==> src/jvpe_pkg.sv <==
// Constants, carriers and state layout of the boundary-scan vector engine.
// Assumes a 50 MHz system clock and a classic Wishbone register master.
package jvpe_pkg;
  // ==========================================================
  // Timing
  localparam int CLK_HZ     = 50_000_000;
  localparam int TCK_MAX_HZ = 15_000_000;
  localparam int SLOW_HZ    = 100_000;
  localparam int SCALE_HZ   = 1_000_000;
  localparam int CPLD_HZ    = 5_000_000;
  localparam int MCU_HZ     = 1_000_000;
  localparam int MIN_HALF   = (CLK_HZ + 2 * TCK_MAX_HZ - 1) / (2 * TCK_MAX_HZ);
  localparam int SLOW_HALF  = CLK_HZ / (2 * SLOW_HZ);
  localparam int US_CYC     = CLK_HZ / SCALE_HZ;
  localparam int PCT_BASE   = 100;
  localparam int SHIFT_MAX  = 32;
  // ==========================================================
  // Register offsets (byte addresses)
  localparam logic [7:0] A_CTRL = 8'h00;
  localparam logic [7:0] A_DDIV = 8'h04;
  localparam logic [7:0] A_PCT  = 8'h08;
  localparam logic [7:0] A_CMD  = 8'h0c;
  localparam logic [7:0] A_DATA = 8'h10;
  localparam logic [7:0] A_TMS  = 8'h14;
  localparam logic [7:0] A_TIME = 8'h18;
  localparam logic [7:0] A_STAT = 8'h1c;
  localparam logic [7:0] A_PROF = 8'h20;
  // ==========================================================
  // Command and mode codes
  localparam logic [1:0] OP_SHIFT = 2'h0;
  localparam logic [1:0] OP_RUN   = 2'h1;
  localparam logic [1:0] OP_FREQ  = 2'h2;
  localparam logic [1:0] OP_TRST  = 2'h3;
  localparam logic [1:0] IDLE_NONE = 2'h0;
  localparam logic [1:0] IDLE_SLOW = 2'h1;
  localparam logic [1:0] IDLE_DEF  = 2'h2;
  localparam logic [1:0] AUX_TRI  = 2'h0;
  localparam logic [1:0] AUX_TRST = 2'h1;
  localparam logic [1:0] AUX_SCK  = 2'h2;
  localparam logic [1:0] PROF_CPLD = 2'h1;
  localparam logic [1:0] PROF_MCU  = 2'h2;
  // ==========================================================
  // Types
  typedef enum logic [1:0] {ST_IDLE = 2'b00, ST_SHIFT = 2'b01, ST_RUN = 2'b10} jvpe_fsm_t;
  typedef struct packed {
    logic       aft_lvl;
    logic       run_lvl;
    logic [1:0] aux_aft;
    logic [1:0] aux_run;
    logic       running;
    logic       cnt_time;
    logic [1:0] idle;
    logic       fast;
    logic       ext_fmt;
    logic       ign_freq;
  } jvpe_ctrl_t;
  typedef struct packed {
    logic        cyc;
    logic        stb;
    logic        we;
    logic [7:0]  adr;
    logic [3:0]  sel;
    logic [31:0] dat;
  } jvpe_wb_t;
  typedef struct packed {
    jvpe_fsm_t   fsm;
    jvpe_ctrl_t  ctrl;
    logic [15:0] defdiv, curdiv, rdiv, half, acc;
    logic [7:0]  pct;
    logic [31:0] data, tmsr, cap, rdat;
    logic [23:0] timeus, cnt, us_left;
    logic        cnt_v, time_v, clk_on, trst_lvl;
    logic        tck, tdi, tms, aux, aux_oe, ack, tdo_s1, tdo_s2;
  } jvpe_state_t;
  // ==========================================================
  // Profiles: FPGA is the reset profile
  localparam jvpe_ctrl_t  CTRL_FPGA = 13'h0035;
  localparam jvpe_ctrl_t  CTRL_CPLD = 13'h002d;
  localparam jvpe_ctrl_t  CTRL_MCU  = 13'h0031;
  localparam logic [15:0] DIV_FPGA  = 16'(MIN_HALF);
  localparam logic [15:0] DIV_CPLD  = 16'(CLK_HZ / (2 * CPLD_HZ));
  localparam logic [15:0] DIV_MCU   = 16'(CLK_HZ / (2 * MCU_HZ));
  localparam logic [7:0]  PCT_FPGA  = 8'h00;
  localparam logic [7:0]  PCT_CPLD  = 8'h64;
  localparam logic [7:0]  PCT_MCU   = 8'h19;
endpackage : jvpe_pkg

==> src/jvpe_engine.sv <==
// Boundary-scan vector engine: drives TCK/TDI/TMS, samples TDO, times idle runs
// and controls the auxiliary pin. Assumes a Wishbone master on the same clock.
//
// Overview of operation
// - Drive TDI, TCK, TMS; receive TDO separately
// - Aux pin mode during and after execution
// - Default frequency until a frequency command
// - Extended format disregards frequency commands, keeps current frequency
// - Test clock never above 15 MHz
// - Ignore setting disregards all frequency commands
// - Fast option samples TDO on falling edge
// - Time-only idle lasts at least that time
// - Idle clocking: none, slow, or default
// - No-clock idle timing is nearly exact
// - Idle waits lengthened by configurable percentage
// - Count-only idle: clocks or 1 MHz time
// - Count plus time runs at current clock
// - Maximum-time deadline is ignored
// - FPGA profile is the reset profile
// - CPLD profile loadable
// - Microcontroller profile loadable
// - Divider yields 12.5, 8.33, 6.25, 5 MHz and lower
// - Test reset and system clock never together
`timescale 1ns/1ps
module jvpe_engine (
  input  wire logic              clk_i,
  input  wire logic              rst_i,
  input  wire jvpe_pkg::jvpe_wb_t wb_i,
  output logic [31:0]            wb_dat_o,
  output logic                   wb_ack_o,
  output logic                   tck_o,
  output logic                   tdi_o,
  output logic                   tms_o,
  input  wire logic              tdo_i,
  output logic                   aux_o,
  output logic                   aux_oe_o
);
  // ==========================================================
  // State
  jvpe_pkg::jvpe_state_t s, n;
  logic [15:0] thr;
  logic [31:0] wv;
  logic [1:0]  op, mode;
  logic [23:0] arg;
  logic        acc_req, lvl, tick, wr_cmd;

  if (jvpe_pkg::MIN_HALF < 1 || jvpe_pkg::SLOW_HALF < jvpe_pkg::MIN_HALF) begin : g_chk
    $error("Clock rates cannot serve the test clock");
  end

  function automatic logic [31:0] jvpe_merge(input logic [31:0] o, input logic [31:0] d,
                                             input logic [3:0] sel);
    logic [31:0] r;
    r = o;
    for (int i = 0; i < 4; i++) begin
      if (sel[i]) r[8*i +: 8] = d[8*i +: 8];
    end
    return r;
  endfunction : jvpe_merge

  assign acc_req = wb_i.cyc && wb_i.stb && !s.ack;
  assign wr_cmd  = acc_req && wb_i.we && wb_i.adr == jvpe_pkg::A_CMD && s.fsm == jvpe_pkg::ST_IDLE;

  always_comb begin
    n     = s;
    n.ack = 1'b0;
    thr   = 16'(jvpe_pkg::US_CYC * (jvpe_pkg::PCT_BASE + int'(s.pct)));
    op    = wb_i.dat[1:0];
    arg   = wb_i.dat[31:8];
    wv    = '0;
    tick  = 1'b0;
    n.tdo_s1 = tdo_i;
    n.tdo_s2 = s.tdo_s1;
    // ==========================================================
    // Wishbone slave: one-cycle answer, unmapped reads return zero
    if (acc_req) begin
      n.ack  = 1'b1;
      n.rdat = '0;
      case (wb_i.adr)
        jvpe_pkg::A_CTRL: n.rdat = 32'(s.ctrl);
        jvpe_pkg::A_DDIV: n.rdat = 32'(s.defdiv);
        jvpe_pkg::A_PCT:  n.rdat = 32'(s.pct);
        jvpe_pkg::A_DATA: n.rdat = s.cap;
        jvpe_pkg::A_TMS:  n.rdat = s.tmsr;
        jvpe_pkg::A_TIME: n.rdat = 32'(s.timeus);
        jvpe_pkg::A_STAT: n.rdat = {s.curdiv, 12'h000, s.tdo_s2, s.aux_oe, s.tck, s.fsm != jvpe_pkg::ST_IDLE};
        default:          n.rdat = '0;
      endcase
      if (wb_i.we) begin
        case (wb_i.adr)
          jvpe_pkg::A_CTRL: begin
            wv     = jvpe_merge(32'(s.ctrl), wb_i.dat, wb_i.sel);
            n.ctrl = wv[12:0];
          end
          jvpe_pkg::A_DDIV: begin
            wv = jvpe_merge(32'(s.defdiv), wb_i.dat, wb_i.sel);
            n.defdiv = (wv[15:0] < jvpe_pkg::DIV_FPGA) ? jvpe_pkg::DIV_FPGA : wv[15:0];
          end
          jvpe_pkg::A_PCT: if (wb_i.sel[0]) n.pct = wb_i.dat[7:0];
          jvpe_pkg::A_DATA: if (s.fsm == jvpe_pkg::ST_IDLE) n.data = jvpe_merge(s.data, wb_i.dat, wb_i.sel);
          jvpe_pkg::A_TMS: if (s.fsm == jvpe_pkg::ST_IDLE) n.tmsr = jvpe_merge(s.tmsr, wb_i.dat, wb_i.sel);
          jvpe_pkg::A_TIME: begin
            wv       = jvpe_merge(32'(s.timeus), wb_i.dat, wb_i.sel);
            n.timeus = wv[23:0];
          end
          jvpe_pkg::A_PROF: begin
            case (wb_i.dat[1:0])
              jvpe_pkg::PROF_CPLD: begin
                n.ctrl   = jvpe_pkg::CTRL_CPLD;
                n.defdiv = jvpe_pkg::DIV_CPLD;
                n.pct    = jvpe_pkg::PCT_CPLD;
              end
              jvpe_pkg::PROF_MCU: begin
                n.ctrl   = jvpe_pkg::CTRL_MCU;
                n.defdiv = jvpe_pkg::DIV_MCU;
                n.pct    = jvpe_pkg::PCT_MCU;
              end
              default: begin
                n.ctrl   = jvpe_pkg::CTRL_FPGA;
                n.defdiv = jvpe_pkg::DIV_FPGA;
                n.pct    = jvpe_pkg::PCT_FPGA;
              end
            endcase
            n.curdiv = n.defdiv;
          end
          default: ;
        endcase
      end
    end
    // ==========================================================
    // Command start; commands written while busy are dropped
    if (wr_cmd) begin
      case (op)
        jvpe_pkg::OP_SHIFT: if (arg != '0) begin
          n.cnt  = (arg > 24'(jvpe_pkg::SHIFT_MAX)) ? 24'(jvpe_pkg::SHIFT_MAX) : arg;
          n.fsm  = jvpe_pkg::ST_SHIFT;
          n.half = s.curdiv;
          n.tdi  = s.data[0];
          n.tms  = s.tmsr[0];
        end
        jvpe_pkg::OP_RUN: begin
          n.fsm     = jvpe_pkg::ST_RUN;
          n.acc     = '0;
          n.half    = s.curdiv;
          n.cnt     = arg;
          n.us_left = s.timeus;
          n.time_v  = wb_i.dat[3];
          n.cnt_v   = wb_i.dat[2];
          n.rdiv    = s.curdiv;
          n.clk_on  = 1'b1;
          if (wb_i.dat[2] && !wb_i.dat[3] && s.ctrl.cnt_time) begin
            n.cnt_v   = 1'b0;
            n.time_v  = 1'b1;
            n.us_left = arg;
          end
          if (!n.cnt_v) begin
            n.clk_on = s.ctrl.idle != jvpe_pkg::IDLE_NONE;
            n.rdiv   = (s.ctrl.idle == jvpe_pkg::IDLE_SLOW) ? 16'(jvpe_pkg::SLOW_HALF) : s.defdiv;
            n.half   = n.rdiv;
          end
        end
        jvpe_pkg::OP_FREQ: if (!s.ctrl.ign_freq && !s.ctrl.ext_fmt) begin
          if (wb_i.dat[2]) n.curdiv = s.defdiv;
          else n.curdiv = (arg[15:0] < jvpe_pkg::DIV_FPGA) ? jvpe_pkg::DIV_FPGA : arg[15:0];
        end
        default: n.trst_lvl = wb_i.dat[2];
      endcase
    end
    // ==========================================================
    // Engine
    case (s.fsm)
      jvpe_pkg::ST_SHIFT: begin
        if (s.half > 16'h0001) begin
          n.half = s.half - 16'h0001;
        end else begin
          n.half = s.curdiv;
          n.tck  = !s.tck;
          if (!s.tck) begin
            if (!s.ctrl.fast) n.cap = {s.tdo_s2, s.cap[31:1]};
          end else begin
            if (s.ctrl.fast) n.cap = {s.tdo_s2, s.cap[31:1]};
            n.cnt = s.cnt - 24'h000001;
            if (s.cnt == 24'h000001) begin
              n.fsm = jvpe_pkg::ST_IDLE;
            end else begin
              n.data = {1'b0, s.data[31:1]};
              n.tmsr = {1'b0, s.tmsr[31:1]};
              n.tdi  = s.data[1];
              n.tms  = s.tmsr[1];
            end
          end
        end
      end
      jvpe_pkg::ST_RUN: begin
        // Scaled microsecond tick stretched by the added percentage
        if (s.acc + 16'(jvpe_pkg::PCT_BASE) >= thr) begin
          n.acc = s.acc + 16'(jvpe_pkg::PCT_BASE) - thr;
          tick  = 1'b1;
        end else begin
          n.acc = s.acc + 16'(jvpe_pkg::PCT_BASE);
        end
        if (tick && s.us_left != '0) n.us_left = s.us_left - 24'h000001;
        if (s.clk_on) begin
          if (s.half > 16'h0001) begin
            n.half = s.half - 16'h0001;
          end else begin
            n.half = s.rdiv;
            n.tck  = !s.tck;
            if (s.tck && s.cnt_v && s.cnt != '0) n.cnt = s.cnt - 24'h000001;
          end
        end
        // Finish on a low clock once both count and time are met; no deadline is kept
        if ((!s.cnt_v || s.cnt == '0) && (!s.time_v || s.us_left == '0) && !s.tck) begin
          n.fsm = jvpe_pkg::ST_IDLE;
          n.tck = 1'b0;
        end
      end
      default: n.tck = 1'b0;
    endcase
    // ==========================================================
    // Auxiliary pin: one function per phase, so reset and clock never meet
    mode = s.ctrl.running ? s.ctrl.aux_run : s.ctrl.aux_aft;
    lvl  = s.ctrl.running ? s.ctrl.run_lvl : s.ctrl.aft_lvl;
    case (mode)
      jvpe_pkg::AUX_TRI: begin
        n.aux_oe = 1'b0;
        n.aux    = 1'b0;
      end
      jvpe_pkg::AUX_TRST: begin
        n.aux_oe = 1'b1;
        n.aux    = n.trst_lvl;
      end
      jvpe_pkg::AUX_SCK: begin
        n.aux_oe = 1'b1;
        n.aux    = (n.fsm == jvpe_pkg::ST_RUN) && n.tck;
      end
      default: begin
        n.aux_oe = 1'b1;
        n.aux    = lvl;
      end
    endcase
  end

  always_ff @(posedge clk_i) begin
    if (rst_i) begin
      s        <= '0;
      s.ctrl   <= jvpe_pkg::CTRL_FPGA;
      s.defdiv <= jvpe_pkg::DIV_FPGA;
      s.curdiv <= jvpe_pkg::DIV_FPGA;
      s.pct    <= jvpe_pkg::PCT_FPGA;
    end else begin
      s <= n;
    end
  end

  assign wb_dat_o = s.rdat;
  assign wb_ack_o = s.ack;
  assign tck_o    = s.tck;
  assign tdi_o    = s.tdi;
  assign tms_o    = s.tms;
  assign aux_o    = s.aux;
  assign aux_oe_o = s.aux_oe;
endmodule : jvpe_engine

==> config.mk <==
export PLATFORM = sky130hd
export DESIGN_NAME = jvpe_engine
export DESIGN_NICKNAME = d
export VERILOG_FILES = /design/src/jvpe_pkg.sv /design/src/jvpe_engine.sv
export SDC_FILE = /design/constraint.sdc
export NUM_CORES = 1
export LEC_CHECK = 0
export BUFFER_PORTS_ARGS = -buffer_cell sky130_fd_sc_hd__buf_2
export CORE_MARGIN = 3
export CORE_UTILIZATION = 40
export DETAILED_ROUTE_END_ITERATION = 7
export GPL_ROUTABILITY_DRIVEN = 0
export SLEW_MARGIN = 20
export SYNTH_ARGS = -nofsm -noshare
export SYNTH_HDL_FRONTEND = slang
export SYNTH_SLANG_ARGS = --single-unit
==> constraint.sdc <==
create_clock -name clk_i -period 5.25 [get_ports clk_i]
set_input_delay 0 -clock clk_i [delete_from_list [all_inputs] [get_ports clk_i]]
set_output_delay 0 -clock clk_i [all_outputs]
set_load 0.03 [all_outputs]
==> flow_summary_export.csv, run 1 <==
group,metric,value,unit
critical_path,critPathCaptureType,"register",
critical_path,endpoint,"s[16]$_SDFF_PP0_",
layout,drive_gt1_share,14.0,%
sta,hold_slack,0.0677,ns
critical_path,setup.worst_path.start_class,"register",
yosys,synth_enable_flop_cells,0,
yosys,yosysWarnings,0,
clock_tree,clock_latency,0.57,ns
run_status,status,"finished with violations",
global_routing,grt_max_degree,130,
yosys,async_flop_share,0,%
drt,drtPass1Iterations,6,
global_routing,grt_usage,26.0,%
drt,wire_per_inst,21.9,um
yosys,ys_ff_latch,314,
global_routing,overflow,0,
yosys,synth_ff_type,"dfxtp_1",
die,die_h,218,um
die,rows,76,
clock_tree,numCtsBuffers,39,
layout,area_growth_syn_to_layout,16.3,%
yosys,synthDistinctLibCells,78,
pwr,vdd_drop_max,0.228,mV
yosys,synth.avg_cell_area,8.07,um^2
sta,final.min_clock_period,5.26,ns
place,dp_hpwl,43.8,mm
critical_path,arrival,5.74,ns
critical_path,timing.rr.start,"s[214]$_SDFFE_PP0P_",
yosys,syn_inst,2219,
critical_path,crit_fanout,17,
critical_path,rr_worst_depth,24,
pwr,p_total,0.00530,W
global_routing,grt_pass1_wl,97.7,mm
run,maxCapViolations,0,
sta,skew,0.0294,ns
yosys,syn-num-nets,2333,
drt,wl,63.3,mm
clock_tree,clk_pin_slew,0.06,ns
die,die_w,218,um
critical_path,reg2reg_to,"s[16]$_SDFF_PP0_",
clock_tree,cts_buffer_depth,3,
die,dieArea,47400,um^2
yosys,synth_area,17900,um^2
clock_tree,cts_sinks,314,
layout,nets,2396,
critical_path,crit_path_max_incr_delay,0.49,ns
critical_path,cp_slowest_cell,"fa_1",
sta,rsz0062_at_grt,"true",
sta,fmax,190,MHz
clock_tree,clock-root-buffer,"clkbuf_16",
drt,ant_nets,0,
sta,worstMarginPinSlew,1.04,ns
clock_tree,cts_tree,"yes",
critical_path,crit_type,"register to register",
die,core,43600,um^2
clock_tree,cts_max_level,2,
drt,drtIter0Drc,1787,
sta,slew_violations,0,
critical_path,worstSetupStartpoint,"s[214]$_SDFFE_PP0P_",
sta,post-route-period-util,100,%
min_path,min_path_type,"primary input to register",
global_routing,grt_antenna_before_repair,1,
pwr,p_per_area,254,nW/um^2
sta,relSlewSlack,30.6,%
drt,drc,0,
sta,setup_ws,-0.0123,ns
critical_path,crit_chain,"ha_4 > xor2_2 > buf_4 > ha_1 > ha_1 > inv_1 > fa_1 > inv_2 > ha_4 > a21o_1 > a21o_1 > a21o_1 > a21oi_2 > xor2_1 > ha_1 > and3_4 > and2_4 > a311o_1 > or2_4 > o21ai_4 > buf_6 > nor2_4 > a32o_1 > a211oi_2",
run_status,violations,"negative setup slack",
place,dp_slack,-0.237,ns
drt,via_per_inst,6.04,
sta,hold_viol_final,0,
drt,vias,17500,
yosys,seq_area_frac_synth,35.1,%
critical_path,rrSetupSlack,-0.01,ns
place,portBuffers,87,
global_routing,first_global_vias,16900,
pwr,p_leak,8.70,nW
die,io_pins,88,
sta,final-setup-viol-count,2,
critical_path,cp.required,5.73,ns
layout,design_area,20800,um^2
die,initial_core_util,41.0,%
place,dpl_cell_area,18900,um^2
Yosys cell counts (all sizes together), types with 6 or more instances:
master / number / area [um^2]
dfxtp: 314 / 6290
nor2: 258 / 968
nand2: 223 / 840
a21oi: 171 / 867
clkbuf: 141 / 529
mux2i: 126 / 1260
o21ai: 106 / 534
a211oi: 99 / 748
a22oi: 92 / 691
ha: 60 / 751
nand3: 60 / 300
nor3: 53 / 280
inv: 48 / 180
buf: 45 / 310
xnor2: 40 / 350
or3: 25 / 156
and3: 24 / 150
nor2b: 23 / 144
nor4: 23 / 150
mux2: 22 / 248
xor2: 22 / 193
a21o: 20 / 150
a221oi: 20 / 175
nand2b: 15 / 93.8
o22ai: 15 / 93.8
nand4: 14 / 87.6
o211ai: 12 / 90.1
a222oi: 11 / 110
a31oi: 11 / 68.8
and2: 11 / 68.8
a2bb2oi: 10 / 87.6
nor3b: 10 / 75.1
o21bai: 8 / 60.1
o31ai: 8 / 60.1
o21a: 7 / 52.6
nand4b: 6 / 52.6
layer usage:
| metal | track usage, % | vias to the layer above | routed length, um |
|---|---|---|---|
| met3 | 3.73 | 184 | 4650 |
| met1 | 34.9 | 8377 | 27400 |
| li1 | - | 8178 | - |
| met5 | 0 | - | 13 |
| met2 | 41.3 | 759 | 28200 |
| met4 | 12.3 | 2 | 3010 |
where the power goes:
part / switching, W / total (W) / internal, W / leakage (nW)
clock network: 0.00111 / 0.00266 / 0.00155 / 0.602
logic: 0.000174 / 0.000247 / 0.0000724 / 5.57
registers: 0.00000175 / 0.00238 / 0.00238 / 2.53
total: 0.00129 / 0.00530 / 0.00401 / 8.70
state kept, by name (all words and copies together) (netlist names):
name	count
tdi_o	1
tms_o	1
aux_o	1
wb_dat_o	32
tck_o	1
aux_oe_o	1
n	1
wb_ack_o	1
s	275
worst min path at each step:
stage              from  slack (ns)  cells past startpoint             endpoint
2_1_floorplan  wb_i[21]        0.12                      2     s[49]$_SDFF_PP0_
3_3_place_gp      tdo_i        0.24                      2      n[0]$_SDFF_PP0_
3_5_place_dp      tdo_i        0.25                      2      n[0]$_SDFF_PP0_
4_1_cts        wb_i[44]        0.03                      5  s[213]$_SDFFE_PP0P_
5_1_grt        wb_i[44]        0.08                      5  s[213]$_SDFFE_PP0P_
6_report       wb_i[44]        0.07                      5  s[213]$_SDFFE_PP0P_
cell families (layout without fill, tap and decap cells):
family,after synthesis,after routing,synth area share (%)
simple gates,764,764,19.6
fa+ha+maj,64,64,4.64
mux,148,148,8.42
buf+inv,234,324,5.69
flops,314,314,35.1
xor+xnor,62,62,3.03
compound gates,633,633,23.5
other cells,0,2,0
layout make-up:
cell class | count | area, um^2
antenna | 2 | 5.00
clock inverter | 10 | 113
tap | 585 | 732
fill | 4252 | 22800
clock buffer | 58 | 1140
multi-input combinational | 1671 | 10900
sequential | 314 | 6290
inverter | 48 | 183
timing repair buffer | 208 | 1490
placed cells by master, fill, tap and decap left out, drive strengths merged, types with 92 or more instances in the layout:
| cell type | synthesis | layout |
|---|---|---|
| a21oi | 171 | 171 |
| buf | 45 | 171 |
| o21ai | 106 | 106 |
| a22oi | 92 | 92 |
| nor2 | 258 | 258 |
| mux2i | 126 | 126 |
| dfxtp | 314 | 314 |
| a211oi | 99 | 99 |
| nand2 | 223 | 223 |
through the flow:
stage,utilization (%),TNS (ns),instances
3_5_place_dp,43.3,-1.12,2782
4_1_cts,47.2,0,2890
6_report,47.7,-0.0204,2896
2_1_floorplan,-,0,2219
5_1_grt,47.7,-5.13,2894
3_3_place_gp,43.3,-0.103,2782
what timing repair did:
item | CTS | global route
cloned | 1 | 0
endpoints found under the setup margin | 24 | 39
hold endpoints to repair | 137 | 0
pin swaps | 9 | 35
buffers inserted | 4 | 4
hold buffers | 35 | 0
resized for setup | 11 | 44
worst max-delay path: cells and delay by family (launching register included):
family	cells	cell delay [ns]
buf+inv	4	0.40
simple gates	4	0.70
flops	1	0.37
compound gates	8	1.71
xor+xnor	2	0.34
fa+ha+maj	6	1.66
(Power assumes the default switching activity.)
==> run 2: changes to the inputs <==
Settings changed: BUFFER_PORTS_ARGS -buffer_cell sky130_fd_sc_hd__buf_2 to default, DONT_BUFFER_PORTS from default to 1.
==> flow_summary_export.csv, run 2 (same netlist as run 1, synthesis figures left out) <==
group,metric,value,unit
run_status,status,"finished with violations",
run_status,violations,"negative hold slack",
sta,skew,0.0346,ns
sta,rsz0062_at_grt,"true",
global_routing,grt_max_degree,259,
layout,nFillCells,4201,
place,dp_slack,-0.0563,ns
pwr,p_leak,8.49,nW
place,dpl_cell_area,18400,um^2
sta,hold_slack,-0.0226,ns
clock_tree,cts_tree,"yes",
critical_path,reg2reg_to,"s[16]$_SDFF_PP0_",
sta,setup_ws,0.0287,ns
layout,design_area,20800,um^2
die,die_w,218,um
drt,via_per_inst,6.16,
die,dieArea,47400,um^2
sta,slew_violations,0,
critical_path,crit_path_max_incr_delay,0.36,ns
drt,wire_per_inst,23.2,um
sta,relSlewSlack,16.7,%
layout,layout_commonest_cell,"dfxtp_1",
sta,final.min_clock_period,5.22,ns
clock_tree,numCtsBuffers,39,
min_path,min_path_type,"primary input to register",
critical_path,arrival,5.68,ns
die,core,43600,um^2
sta,post-route-period-util,99.5,%
critical_path,path_common_cell,"ha_4",
die,io_pins,88,
drt,wl,65.8,mm
place,dp_hpwl,43.0,mm
critical_path,cpLargestDelayFamily,"compound AO/OA/AOI/OAI gates",
layout,drive_gt1_share,10.5,%
global_routing,first_global_vias,16400,
layout,area_growth_syn_to_layout,16.0,%
sta,final-setup-viol-count,0,
min_path,min_path_cells,2,
clock_tree,clk_pin_slew,0.06,ns
drt,drtIter0Drc,1823,
layout,final_cell_mix,"dfxtp_1, nor2_1, nand2_1, a21oi_1, mux2i_1",
critical_path,crit_type,"register to register",
critical_path,setup.worst_path.start_class,"register",
drt,ant_nets,0,
critical_path,timing.rr.start,"s[215]$_SDFFE_PP0P_",
layout,n_antenna_cell,0,
min_path,hp-start,"rst_i",
global_routing,grt_pass1_wl,100,mm
critical_path,cp_slowest_cell,"dfxtp_4",
die,rows,76,
layout,largest_register,"s",
critical_path,crit_chain,"buf_4 > ha_4 > xor2_1 > ha_2 > ha_4 > xnor2_2 > ha_4 > a21oi_4 > o21ai_1 > a21oi_2 > o21ai_2 > a21o_1 > a21oi_2 > xor2_1 > ha_1 > and3_4 > and2_4 > a311o_1 > or2_4 > o21ai_4 > buf_12 > nor2_4 > a32o_1 > a211oi_1",
drt,drc,0,
clock_tree,clock_latency,0.58,ns
critical_path,cp.required,5.70,ns
die,die_h,218,um
pwr,vdd_drop_max,0.277,mV
clock_tree,cts_buffer_depth,3,
die,initial_core_util,41.0,%
clock_tree,cts_sinks,314,
critical_path,rrSetupSlack,0.03,ns
sta,hold_viol_final,7,
critical_path,critPathCaptureType,"register",
critical_path,rr_worst_depth,24,
min_path,hold_end,"wb_dat_o[28]$_SDFFE_PP0P_",
drt,drtPass1Iterations,8,
global_routing,overflow,0,
sta,fmax,192,MHz
critical_path,crit_buf_inv,2,
drt,vias,17500,
layout,nets,2336,
clock_tree,clock-root-buffer,"clkbuf_16",
place,dp.cells,2689,
global_routing,grt_antenna_before_repair,3,
layout,largest_reg_flops,275,
place,portBuffers,0,
critical_path,crit_fanout,6,
run,maxCapViolations,0,
sta,worstMarginPinSlew,1.25,ns
clock_tree,cts_max_level,2,
sta,finalSetupTns,0,ns
global_routing,grt_usage,26.9,%
layout,final_cells,2837,
pwr,p_per_area,256,nW/um^2
-- run 2: per-layer routing --
layer | track usage (%) | vias up | routed length, um
li1 | - | 8071 | -
met1 | 35.4 | 8403 | 27600
met2 | 42.0 | 795 | 29000
met3 | 5.88 | 189 | 5640
met4 | 13.2 | 4 | 3490
met5 | 0 | - | 32
-- run 2: how the worst max path moves through the flow --
stage                              startpoint               end  slack (ns)  depth (start not counted)
final                     s[215]$_SDFFE_PP0P_  s[16]$_SDFF_PP0_        0.03                         24
after global routing      s[215]$_SDFFE_PP0P_  s[29]$_SDFF_PP0_       -0.19                         25
after CTS                 s[215]$_SDFFE_PP0P_  s[25]$_SDFF_PP0_      0.0002                         25
after detailed placement  s[215]$_SDFFE_PP0P_  s[21]$_SDFF_PP0_       -0.06                         25
after global placement    s[215]$_SDFFE_PP0P_  s[21]$_SDFF_PP0_        0.02                         25
after floorplan           s[214]$_SDFFE_PP0P_  s[21]$_SDFF_PP0_        0.01                         26
-- run 2: area by class of cell --
cell class / instances / area, um^2 / share of cell area [%]
clock buffer: 60 / 1140 / 5.47
multi-input combinational: 1671 / 10900 / 52.6
sequential: 314 / 6300 / 30.3
clock inverter: 11 / 131 / 0.632
inverter: 48 / 180 / 0.867
tap: 585 / 732 / 3.52
timing repair buffer: 148 / 1380 / 6.62
-- run 2: what timing repair did --
item                                    4_1_cts  5_1_grt
hold buffers                                 70        0
endpoints found under the hold margin       313        0
endpoints found under the setup margin       22       39
pin swaps                                     2       53
buffers inserted                              0        6
gates cloned                                  0        1
resized for setup                            13       47
-- run 2: worst reg2reg max path, delay by kind of cell (launching register included) --
kind / cells / cell delay (ns)
buffers and inverters: 2 / 0.29
xor gates and xnor gates: 3 / 0.52
AOI/OAI and AO/OA: 10 / 1.88
DFF: 1 / 0.36
and+or+nand+nor: 4 / 0.70
adders and majority gates: 5 / 1.38
-- run 2: report_power, final --
part	internal (W)	switching [W]
registers	0.00238	0.00000265
clock network	0.00160	0.00112
logic	0.0000651	0.000148
-- run 2: through the flow --
stage	utilization (%)	total power (W)
finish	47.6	0.00531
global route	47.6	0.00546
CTS	46.9	0.00535
detailed placement	42.2	0.00254
global placement	42.2	0.00254
floorplan	-	0.00255
